==> config.mk <==
export PLATFORM = sky130hd
export DESIGN_NAME = oag_operand_address_generator
export DESIGN_NICKNAME = d
export VERILOG_FILES = /design/src/oag_pkg.sv /design/src/oag_operand_address_generator.sv
export VERILOG_INCLUDE_DIRS = /design/src
export SDC_FILE = /design/constraint.sdc
export NUM_CORES = 1
export LEC_CHECK = 0
export ABC_AREA = 1
export BUFFER_PORTS_ARGS = -buffer_cell sky130_fd_sc_hd__buf_2
export CAP_MARGIN = 20
export CORE_ASPECT_RATIO = 0.9
export CORE_MARGIN = 3
export CORE_UTILIZATION = 60
export DETAILED_ROUTE_END_ITERATION = 16
export PLACE_DENSITY = 0.92
export SYNTH_ARGS = -nofsm -noshare
export SYNTH_HDL_FRONTEND = slang
export SYNTH_SLANG_ARGS = --single-unit
==> constraint.sdc <==
create_clock -name sys_clk -period 6 [get_ports sys_clk]
set_input_delay 0.3 -clock sys_clk [delete_from_list [all_inputs] [get_ports sys_clk]]
set_output_delay 0.3 -clock sys_clk [all_outputs]
set_load 0.02 [all_outputs]
==> src/oag_cfg.svh <==
`ifndef OAG_CFG_SVH
`define OAG_CFG_SVH

`define OAG_ADDR_W     16
`define OAG_DATA_W     8
`define OAG_ZERO_PAGE  8'h00
`define OAG_PORT_RST   8'h00
`define OAG_ADDR_RST   16'h0000
`define OAG_DATA_RST   8'h00
`define OAG_PTR_STEP   8'h01
`define OAG_ADDR_STEP  16'h0001
`define OAG_X_STEP     8'h01

`endif

==> src/oag_pkg.sv <==
package oag_pkg;

   typedef enum logic [4:0] {
      OAG_REG_A,
      OAG_REG_X,
      OAG_REG_Y,
      OAG_REG_C,
      OAG_REG_PSW,
      OAG_IMM,
      OAG_DP,
      OAG_ABS,
      OAG_ABS_RAM,
      OAG_DP_XINC,
      OAG_DP_X,
      OAG_DP_X_OFF,
      OAG_DP_Y_OFF,
      OAG_ABS_Y,
      OAG_DP_IND,
      OAG_DP_X_IND,
      OAG_DP_Y_IND,
      OAG_ABS_IND
   } oag_mode_t;

   typedef enum logic [2:0] {
      OAG_IDLE,
      OAG_RD_LO,
      OAG_RD_HI,
      OAG_FINISH
   } oag_state_t;

endpackage

==> src/oag_operand_address_generator.sv <==
`timescale 1ns/1ps
`default_nettype none
`include "oag_cfg.svh"

// Contract
// - Register modes read A, X, Y, C, status
// - Immediate mode returns second byte as data
// - Page flag set: address is page register, operand
// - Direct-page mode addresses operand inside direct page
// - Absolute: second byte low, third byte high
// - Absolute RAM operations ignore flag and page register
// - Auto-increment: address by X, then X plus one
// - Indexed without offset uses X alone
// - Operand plus X, wrapped inside direct page
// - Operand plus Y, wrapped inside direct page
// - Absolute address plus Y reaches whole space
// - Direct-page indirect jump loads pointer pair
// - Operand plus X selects pointer, low first
// - Pointer at operand pair, then add Y
// - Absolute indirect jump loads stored 16-bit value
// - Port latch captures bus on write strobe
// - Register strobe returns latch, pin strobe returns pins
module oag_operand_address_generator (
   input  wire logic                      sys_clk,
   input  wire logic                      rstn,
   input  wire logic                      start,
   input  wire oag_pkg::oag_mode_t        mode,
   input  wire logic [`OAG_DATA_W-1:0]    operand_lo,
   input  wire logic [`OAG_DATA_W-1:0]    operand_hi,
   input  wire logic [`OAG_DATA_W-1:0]    acc,
   input  wire logic [`OAG_DATA_W-1:0]    x_reg,
   input  wire logic [`OAG_DATA_W-1:0]    y_reg,
   input  wire logic                      carry,
   input  wire logic [`OAG_DATA_W-1:0]    processor_status_word,
   input  wire logic                      page_flag,
   input  wire logic [`OAG_DATA_W-1:0]    ram_page_register,
   output logic                           busy,
   output logic                           done,
   output logic                           addr_valid,
   output logic [`OAG_ADDR_W-1:0]         eff_addr,
   output logic [`OAG_DATA_W-1:0]         operand_value,
   output logic                           x_wr,
   output logic [`OAG_DATA_W-1:0]         x_next,
   output logic                           pc_load,
   output logic [`OAG_ADDR_W-1:0]         pc_target,
   output logic                           mem_req,
   output logic [`OAG_ADDR_W-1:0]         mem_addr,
   input  wire logic                      mem_ack,
   input  wire logic [`OAG_DATA_W-1:0]    mem_rdata,
   input  wire logic                      port_wr,
   input  wire logic [`OAG_DATA_W-1:0]    port_wdata,
   input  wire logic                      port_rd_reg,
   input  wire logic                      port_rd_pin,
   input  wire logic [`OAG_DATA_W-1:0]    port_pins,
   output logic [`OAG_DATA_W-1:0]         port_latch,
   output logic [`OAG_DATA_W-1:0]         port_rdata,
   output logic                           port_rvalid
);

   oag_pkg::oag_state_t         state;
   oag_pkg::oag_mode_t          cur_mode;
   logic [`OAG_DATA_W-1:0]      dp_page;
   logic [`OAG_DATA_W-1:0]      ptr_lo;
   logic [`OAG_DATA_W-1:0]      ptr_hi;
   logic [`OAG_DATA_W-1:0]      lat_y;
   logic [`OAG_ADDR_W-1:0]      ptr_addr;
   logic [`OAG_ADDR_W-1:0]      next_ptr_addr;
   logic [`OAG_ADDR_W-1:0]      next_addr;
   logic [`OAG_DATA_W-1:0]      next_value;
   logic                        next_is_addr;
   logic                        is_ind;
   logic [`OAG_ADDR_W-1:0]      ptr_word;

   // Direct page follows the page flag, page zero otherwise
   always_comb begin
      dp_page = page_flag ? ram_page_register : `OAG_ZERO_PAGE;
   end

   // Indirect modes need two pointer byte reads
   assign is_ind = (mode == oag_pkg::OAG_DP_IND) || (mode == oag_pkg::OAG_DP_X_IND)
                || (mode == oag_pkg::OAG_DP_Y_IND) || (mode == oag_pkg::OAG_ABS_IND);

   // Register and immediate modes carry data, not an address
   always_comb begin
      next_addr     = `OAG_ADDR_RST;
      next_value    = `OAG_DATA_RST;
      next_is_addr  = 1'b1;
      next_ptr_addr = `OAG_ADDR_RST;
      unique case (mode)
         oag_pkg::OAG_REG_A: begin
            next_value   = acc;
            next_is_addr = 1'b0;
         end
         oag_pkg::OAG_REG_X: begin
            next_value   = x_reg;
            next_is_addr = 1'b0;
         end
         oag_pkg::OAG_REG_Y: begin
            next_value   = y_reg;
            next_is_addr = 1'b0;
         end
         oag_pkg::OAG_REG_C: begin
            next_value   = {{(`OAG_DATA_W-1){1'b0}}, carry};
            next_is_addr = 1'b0;
         end
         oag_pkg::OAG_REG_PSW: begin
            next_value   = processor_status_word;
            next_is_addr = 1'b0;
         end
         oag_pkg::OAG_IMM: begin
            next_value   = operand_lo;
            next_is_addr = 1'b0;
         end
         oag_pkg::OAG_DP:
            next_addr = {dp_page, operand_lo};
         oag_pkg::OAG_ABS:
            next_addr = {operand_hi, operand_lo};
         oag_pkg::OAG_ABS_RAM:
            next_addr = {operand_hi, operand_lo};
         oag_pkg::OAG_DP_XINC:
            next_addr = {dp_page, x_reg};
         oag_pkg::OAG_DP_X:
            next_addr = {dp_page, x_reg};
         oag_pkg::OAG_DP_X_OFF:
            next_addr = {dp_page, operand_lo + x_reg};
         oag_pkg::OAG_DP_Y_OFF:
            next_addr = {dp_page, operand_lo + y_reg};
         oag_pkg::OAG_ABS_Y:
            next_addr = {operand_hi, operand_lo} + {{`OAG_DATA_W{1'b0}}, y_reg};
         oag_pkg::OAG_DP_IND:
            next_ptr_addr = {dp_page, operand_lo};
         oag_pkg::OAG_DP_X_IND:
            next_ptr_addr = {dp_page, operand_lo + x_reg};
         oag_pkg::OAG_DP_Y_IND:
            next_ptr_addr = {dp_page, operand_lo};
         oag_pkg::OAG_ABS_IND:
            next_ptr_addr = {operand_hi, operand_lo};
         default: begin
            // Unknown codes answer as data zero
            next_is_addr = 1'b0;
         end
      endcase
   end

   assign ptr_word = {ptr_hi, ptr_lo};

   // Sequencer for pointer fetches
   always_ff @(posedge sys_clk) begin
      if (!rstn) begin
         state <= oag_pkg::OAG_IDLE;
      end else begin
         unique case (state)
            oag_pkg::OAG_IDLE: begin
               if (start && is_ind) begin
                  state <= oag_pkg::OAG_RD_LO;
               end
            end
            oag_pkg::OAG_RD_LO: begin
               if (mem_ack) begin
                  state <= oag_pkg::OAG_RD_HI;
               end
            end
            oag_pkg::OAG_RD_HI: begin
               if (mem_ack) begin
                  state <= oag_pkg::OAG_FINISH;
               end
            end
            oag_pkg::OAG_FINISH: begin
               state <= oag_pkg::OAG_IDLE;
            end
            default: begin
               // Illegal state codes fall back to idle
               state <= oag_pkg::OAG_IDLE;
            end
         endcase
      end
   end

   // Request latch
   always_ff @(posedge sys_clk) begin
      if (!rstn) begin
         cur_mode <= oag_pkg::OAG_REG_A;
         ptr_addr <= `OAG_ADDR_RST;
         lat_y    <= `OAG_DATA_RST;
      end else if (state == oag_pkg::OAG_IDLE && start) begin
         cur_mode <= mode;
         ptr_addr <= next_ptr_addr;
         lat_y    <= y_reg;
      end
   end

   // Pointer pair reads, low byte first
   always_ff @(posedge sys_clk) begin
      if (!rstn) begin
         ptr_lo <= `OAG_DATA_RST;
         ptr_hi <= `OAG_DATA_RST;
      end else begin
         if (state == oag_pkg::OAG_RD_LO && mem_ack) begin
            ptr_lo <= mem_rdata;
         end
         if (state == oag_pkg::OAG_RD_HI && mem_ack) begin
            ptr_hi <= mem_rdata;
         end
      end
   end

   // Read request stands while a pointer byte is outstanding
   assign mem_req = (state == oag_pkg::OAG_RD_LO) || (state == oag_pkg::OAG_RD_HI);

   // Pointer byte address, registered so the bus sees no adder output
   always_ff @(posedge sys_clk) begin
      if (!rstn) begin
         mem_addr <= `OAG_ADDR_RST;
      end else if (state == oag_pkg::OAG_IDLE && start) begin
         mem_addr <= next_ptr_addr;
      end else if (state == oag_pkg::OAG_RD_LO && mem_ack) begin
         // Direct-page pairs wrap inside the page, absolute pairs carry
         if (cur_mode == oag_pkg::OAG_ABS_IND) begin
            mem_addr <= ptr_addr + `OAG_ADDR_STEP;
         end else begin
            mem_addr <= {ptr_addr[15:8], ptr_addr[7:0] + `OAG_PTR_STEP};
         end
      end
   end

   // Busy refuses new starts during pointer fetch and finish
   assign busy = (state != oag_pkg::OAG_IDLE);

   // Result outputs
   always_ff @(posedge sys_clk) begin
      if (!rstn) begin
         done          <= 1'b0;
         addr_valid    <= 1'b0;
         eff_addr      <= `OAG_ADDR_RST;
         operand_value <= `OAG_DATA_RST;
         pc_load       <= 1'b0;
         pc_target     <= `OAG_ADDR_RST;
      end else begin
         done    <= 1'b0;
         pc_load <= 1'b0;
         if (state == oag_pkg::OAG_IDLE && start && !is_ind) begin
            done          <= 1'b1;
            addr_valid    <= next_is_addr;
            eff_addr      <= next_addr;
            operand_value <= next_value;
         end else if (state == oag_pkg::OAG_FINISH) begin
            done <= 1'b1;
            // Jumps load the program counter, data modes publish an address
            if (cur_mode == oag_pkg::OAG_DP_IND || cur_mode == oag_pkg::OAG_ABS_IND) begin
               pc_load    <= 1'b1;
               pc_target  <= ptr_word;
               addr_valid <= 1'b0;
            end else if (cur_mode == oag_pkg::OAG_DP_Y_IND) begin
               addr_valid <= 1'b1;
               eff_addr   <= ptr_word + {{`OAG_DATA_W{1'b0}}, lat_y};
            end else begin
               addr_valid <= 1'b1;
               eff_addr   <= ptr_word;
            end
         end
      end
   end

   // Post-increment of X
   always_ff @(posedge sys_clk) begin
      if (!rstn) begin
         x_wr   <= 1'b0;
         x_next <= `OAG_DATA_RST;
      end else begin
         x_wr <= 1'b0;
         if (state == oag_pkg::OAG_IDLE && start && mode == oag_pkg::OAG_DP_XINC) begin
            x_wr   <= 1'b1;
            x_next <= x_reg + `OAG_X_STEP;
         end
      end
   end

   // Port data latch
   always_ff @(posedge sys_clk) begin
      if (!rstn) begin
         port_latch <= `OAG_PORT_RST;
      end else if (port_wr) begin
         port_latch <= port_wdata;
      end
   end

   // Port read path
   // Pin strobe wins when both strobes arrive together
   always_ff @(posedge sys_clk) begin
      if (!rstn) begin
         port_rdata  <= `OAG_DATA_RST;
         port_rvalid <= 1'b0;
      end else begin
         port_rvalid <= port_rd_reg || port_rd_pin;
         if (port_rd_pin) begin
            port_rdata <= port_pins;
         end else if (port_rd_reg) begin
            port_rdata <= port_latch;
         end
      end
   end

endmodule
`default_nettype wire

==> impl_metrics.json <==
{
  "powerDensity_nw_per_um2": 333,
  "cp.required_ns": 6.34,
  "syn2layout_area_growth_pct": 18.1,
  "synth-async-reset-ratio_pct": 0,
  "total_power_mw": 3.25,
  "period_share_pct": 42.4,
  "final_max_slew_viol_count": 0,
  "cp_data_arrival_time_ns": 2.88,
  "tightest_slew_ns": 0.911,
  "syn_avg_cell_area_sq_um": 6.48,
  "yosysMostFrequentCell": "nand2_1",
  "synthesis.area_sq_um": 8260,
  "grt_max_degree": 100,
  "drive_gt1_share_pct": 17.4,
  "synth_top_area_share_pct": 32.0,
  "postCtsHoldBufs": 0,
  "p_int_mw": 1.97,
  "synthTopCellsByCount": "nand2_1, inv_1, dfxtp_1",
  "skew_ns": 0.00663,
  "synth_edf_count": 0,
  "fin_tns_setup_ns": 0,
  "multi_input_area_sq_um": 4700,
  "ys_warn_count": 0,
  "dieArea_sq_um": 15200,
  "htree_levels": 4,
  "clockBufferDepth": 2,
  "p_seq_share_pct": 33.9,
  "startpoint_type": "register",
  "grt_pass1_vias": 8248,
  "grt_overflow_total": 0,
  "numCtsBuffers": 17,
  "gp_congestion": 1.07,
  "hpwl_mm": 19.6,
  "endpoint_kind": "register",
  "fillers": 1149,
  "vdd_drop_max_uv": 234,
  "portBuffers": 180,
  "clkTransAtPathRegs_ns": 0.06,
  "clock_sinks": 132,
  "post-cts-setup-buffers": 0,
  "fin_crit_ns": 2.54,
  "routed_wl_mm": 26.0,
  "yosysUniqueCellTypes": 52,
  "drtIter0Drc": 1209,
  "synth_seq_area_share_pct": 32.0,
  "crit_path_cell_trace": "inv_1, ha_1, nand2_1, buf_4, nand2_1, inv_1, a21oi_1, a21oi_1",
  "yosysTopAreaCell": "dfxtp_1",
  "initial_utilization_pct": 61.5,
  "fp.dieH_microns": 117,
  "fin_util_pct": 72.7,
  "instances_no_fill": 1614,
  "nets": 1560,
  "outcome": "complete, no violations",
  "syn-instance-count": 1274,
  "swShare_pct": 39.2,
  "switchingPower_mw": 1.27,
  "critPathTopFamily": "buffers and inverters",
  "dpl_cell_area_sq_um": 9160,
  "drc": 0,
  "final_area_sq_um": 9750,
  "combPwrFrac_pct": 33.9,
  "drv_cap": 0,
  "core_sq_um": 13400,
  "antenna_found_initial": 2,
  "setup_violations": 0,
  "ctsResizeCount": 0,
  "ant_nets": 0,
  "path_max_fanout": 43,
  "synthTopCellsByArea": "dfxtp_1, nand2_1, o21ai_0, inv_1, a21oi_1",
  "slowest_delay_ns": 0.55,
  "clkLatencyLatePin_ns": 0.42,
  "cts_tree": "built",
  "hold_class": "input port to register",
  "max-slew-margin-rel_pct": 39.2,
  "diodes": 0,
  "clock.fmax_ghz": 0.394,
  "synthFlopType": "dfxtp_1",
  "crit_buf_inv": 3,
  "root_buffer": "clkbuf_16",
  "rsz0062_at_grt": "no",
  "placed_cells": 1582,
  "grt_pass1_wl_mm": 40.9,
  "vias_per_cell": 5.68,
  "slowest_stage": "nand2_1",
  "p_leak_nw": 4.90,
  "fp.dieW_microns": 130,
  "num_rows": 40,
  "drt-pass1-iter-count": 6,
  "vias": 9166,
  "routedWlPerCell_microns": 16.1,
  "pwr-share-clk_pct": 32.2,
  "hold_violations": 0,
  "synth_nets": 1401,
  "crit_type": "register to register",
  "io_pins": 181,
  "synth_seq_cells": 132,
  "seq_area_sq_um": 2640,
  "grt_usage_pct": 33.9
}
## per-layer routing
layer	GRT usage (%)	share of wire (%)	vias to the layer above
li1	-	-	4500
met1	45.8	42	4111
met2	53.7	45	475
met3	7.49	9.6	76
met4	12.3	3.1	4
met5	0	0.054	-
## final cells by class
type                    instances  area share, %
clock buffers                  19           4.54
well taps                     168           2.16
clock inverters                13           1.53
repair buffers                184           9.55
multi-input cells             921           48.2
inverters                     177           6.89
flip-flops and latches        132           27.1
## tightest hold or removal path: stages
cell,delay [ns]
buf_2,0.08
nor2_1,0.04
nor2_1,0.08
## sequential cells by signal, summed over array words and instances, names as in the netlist
signal         flops
pc_target         16
operand_value      8
x_wr               1
port_rvalid        1
x_next             8
cur_mode           5
mem_addr          16
port_latch         8
addr_valid         1
state              2
port_rdata         8
pc_load            1
eff_addr          16
lat_y              8
done               1
ptr_lo             8
ptr_addr          16
ptr_hi             8
## power groups by stage
stage | clock (mW) | combinational [mW] | sequential [mW]
finish | 1.05 | 1.10 | 1.10
global route | 1.09 | 1.23 | 1.11
CTS | 1.04 | 1.08 | 1.10
detailed placement | 0 | 1.07 | 1.11
global placement | 0 | 1.04 | 1.11
floorplan | 0 | 0.714 | 1.18
## cell usage in the layout (no fill, tap or decap), drive strengths merged, types with 3 or more instances in the layout
master,Yosys,layout
nand2,294,294
buf,16,184
inv,174,178
o21ai,137,137
dfxtp,132,132
nor2,131,131
a21oi,114,114
nand3,105,105
ha,30,30
nand4,20,20
clkbuf,28,19
nor3,16,16
o211ai,15,15
xor2,11,11
o22ai,10,10
clkinv,3,8
or2,7,7
nand3b,4,4
o21bai,3,3
a21boi,3,3
a31oi,3,3
a22oi,3,3
fa,3,3
## logic make-up after synthesis
family	Yosys count	share of synthesized area, %
flip-flops	132	32.0
XOR/XNOR	13	1.38
AND/OR/NAND/NOR	580	30.9
AO/OA/AOI/OAI	295	19.4
buffers and inverters	221	11.0
adder cells (fa/ha/maj)	33	5.27
## through the flow
stage / hold WS (ns) / worst slack, ns
finish: 0.119 / 3.46
global route: 0.118 / 3.22
CTS: 0.110 / 3.53
detailed placement: 0.456 / 3.24
global placement: 0.456 / 3.28
floorplan: 0.390 / 4.08
## final timing paths
check                           slack (ns)          endpoint              from  cells past startpoint
worst max-delay path                  3.46      mem_addr[10]          state[0]                      8
worst min-delay path                  0.12     port_latch[0]     port_wdata[0]                      3
worst max register to register        3.46      mem_addr[10]          state[0]                      8
worst min register to register        0.47  operand_value[5]  operand_value[5]                      2
Note: power is estimated with default switching activity, not from simulation.
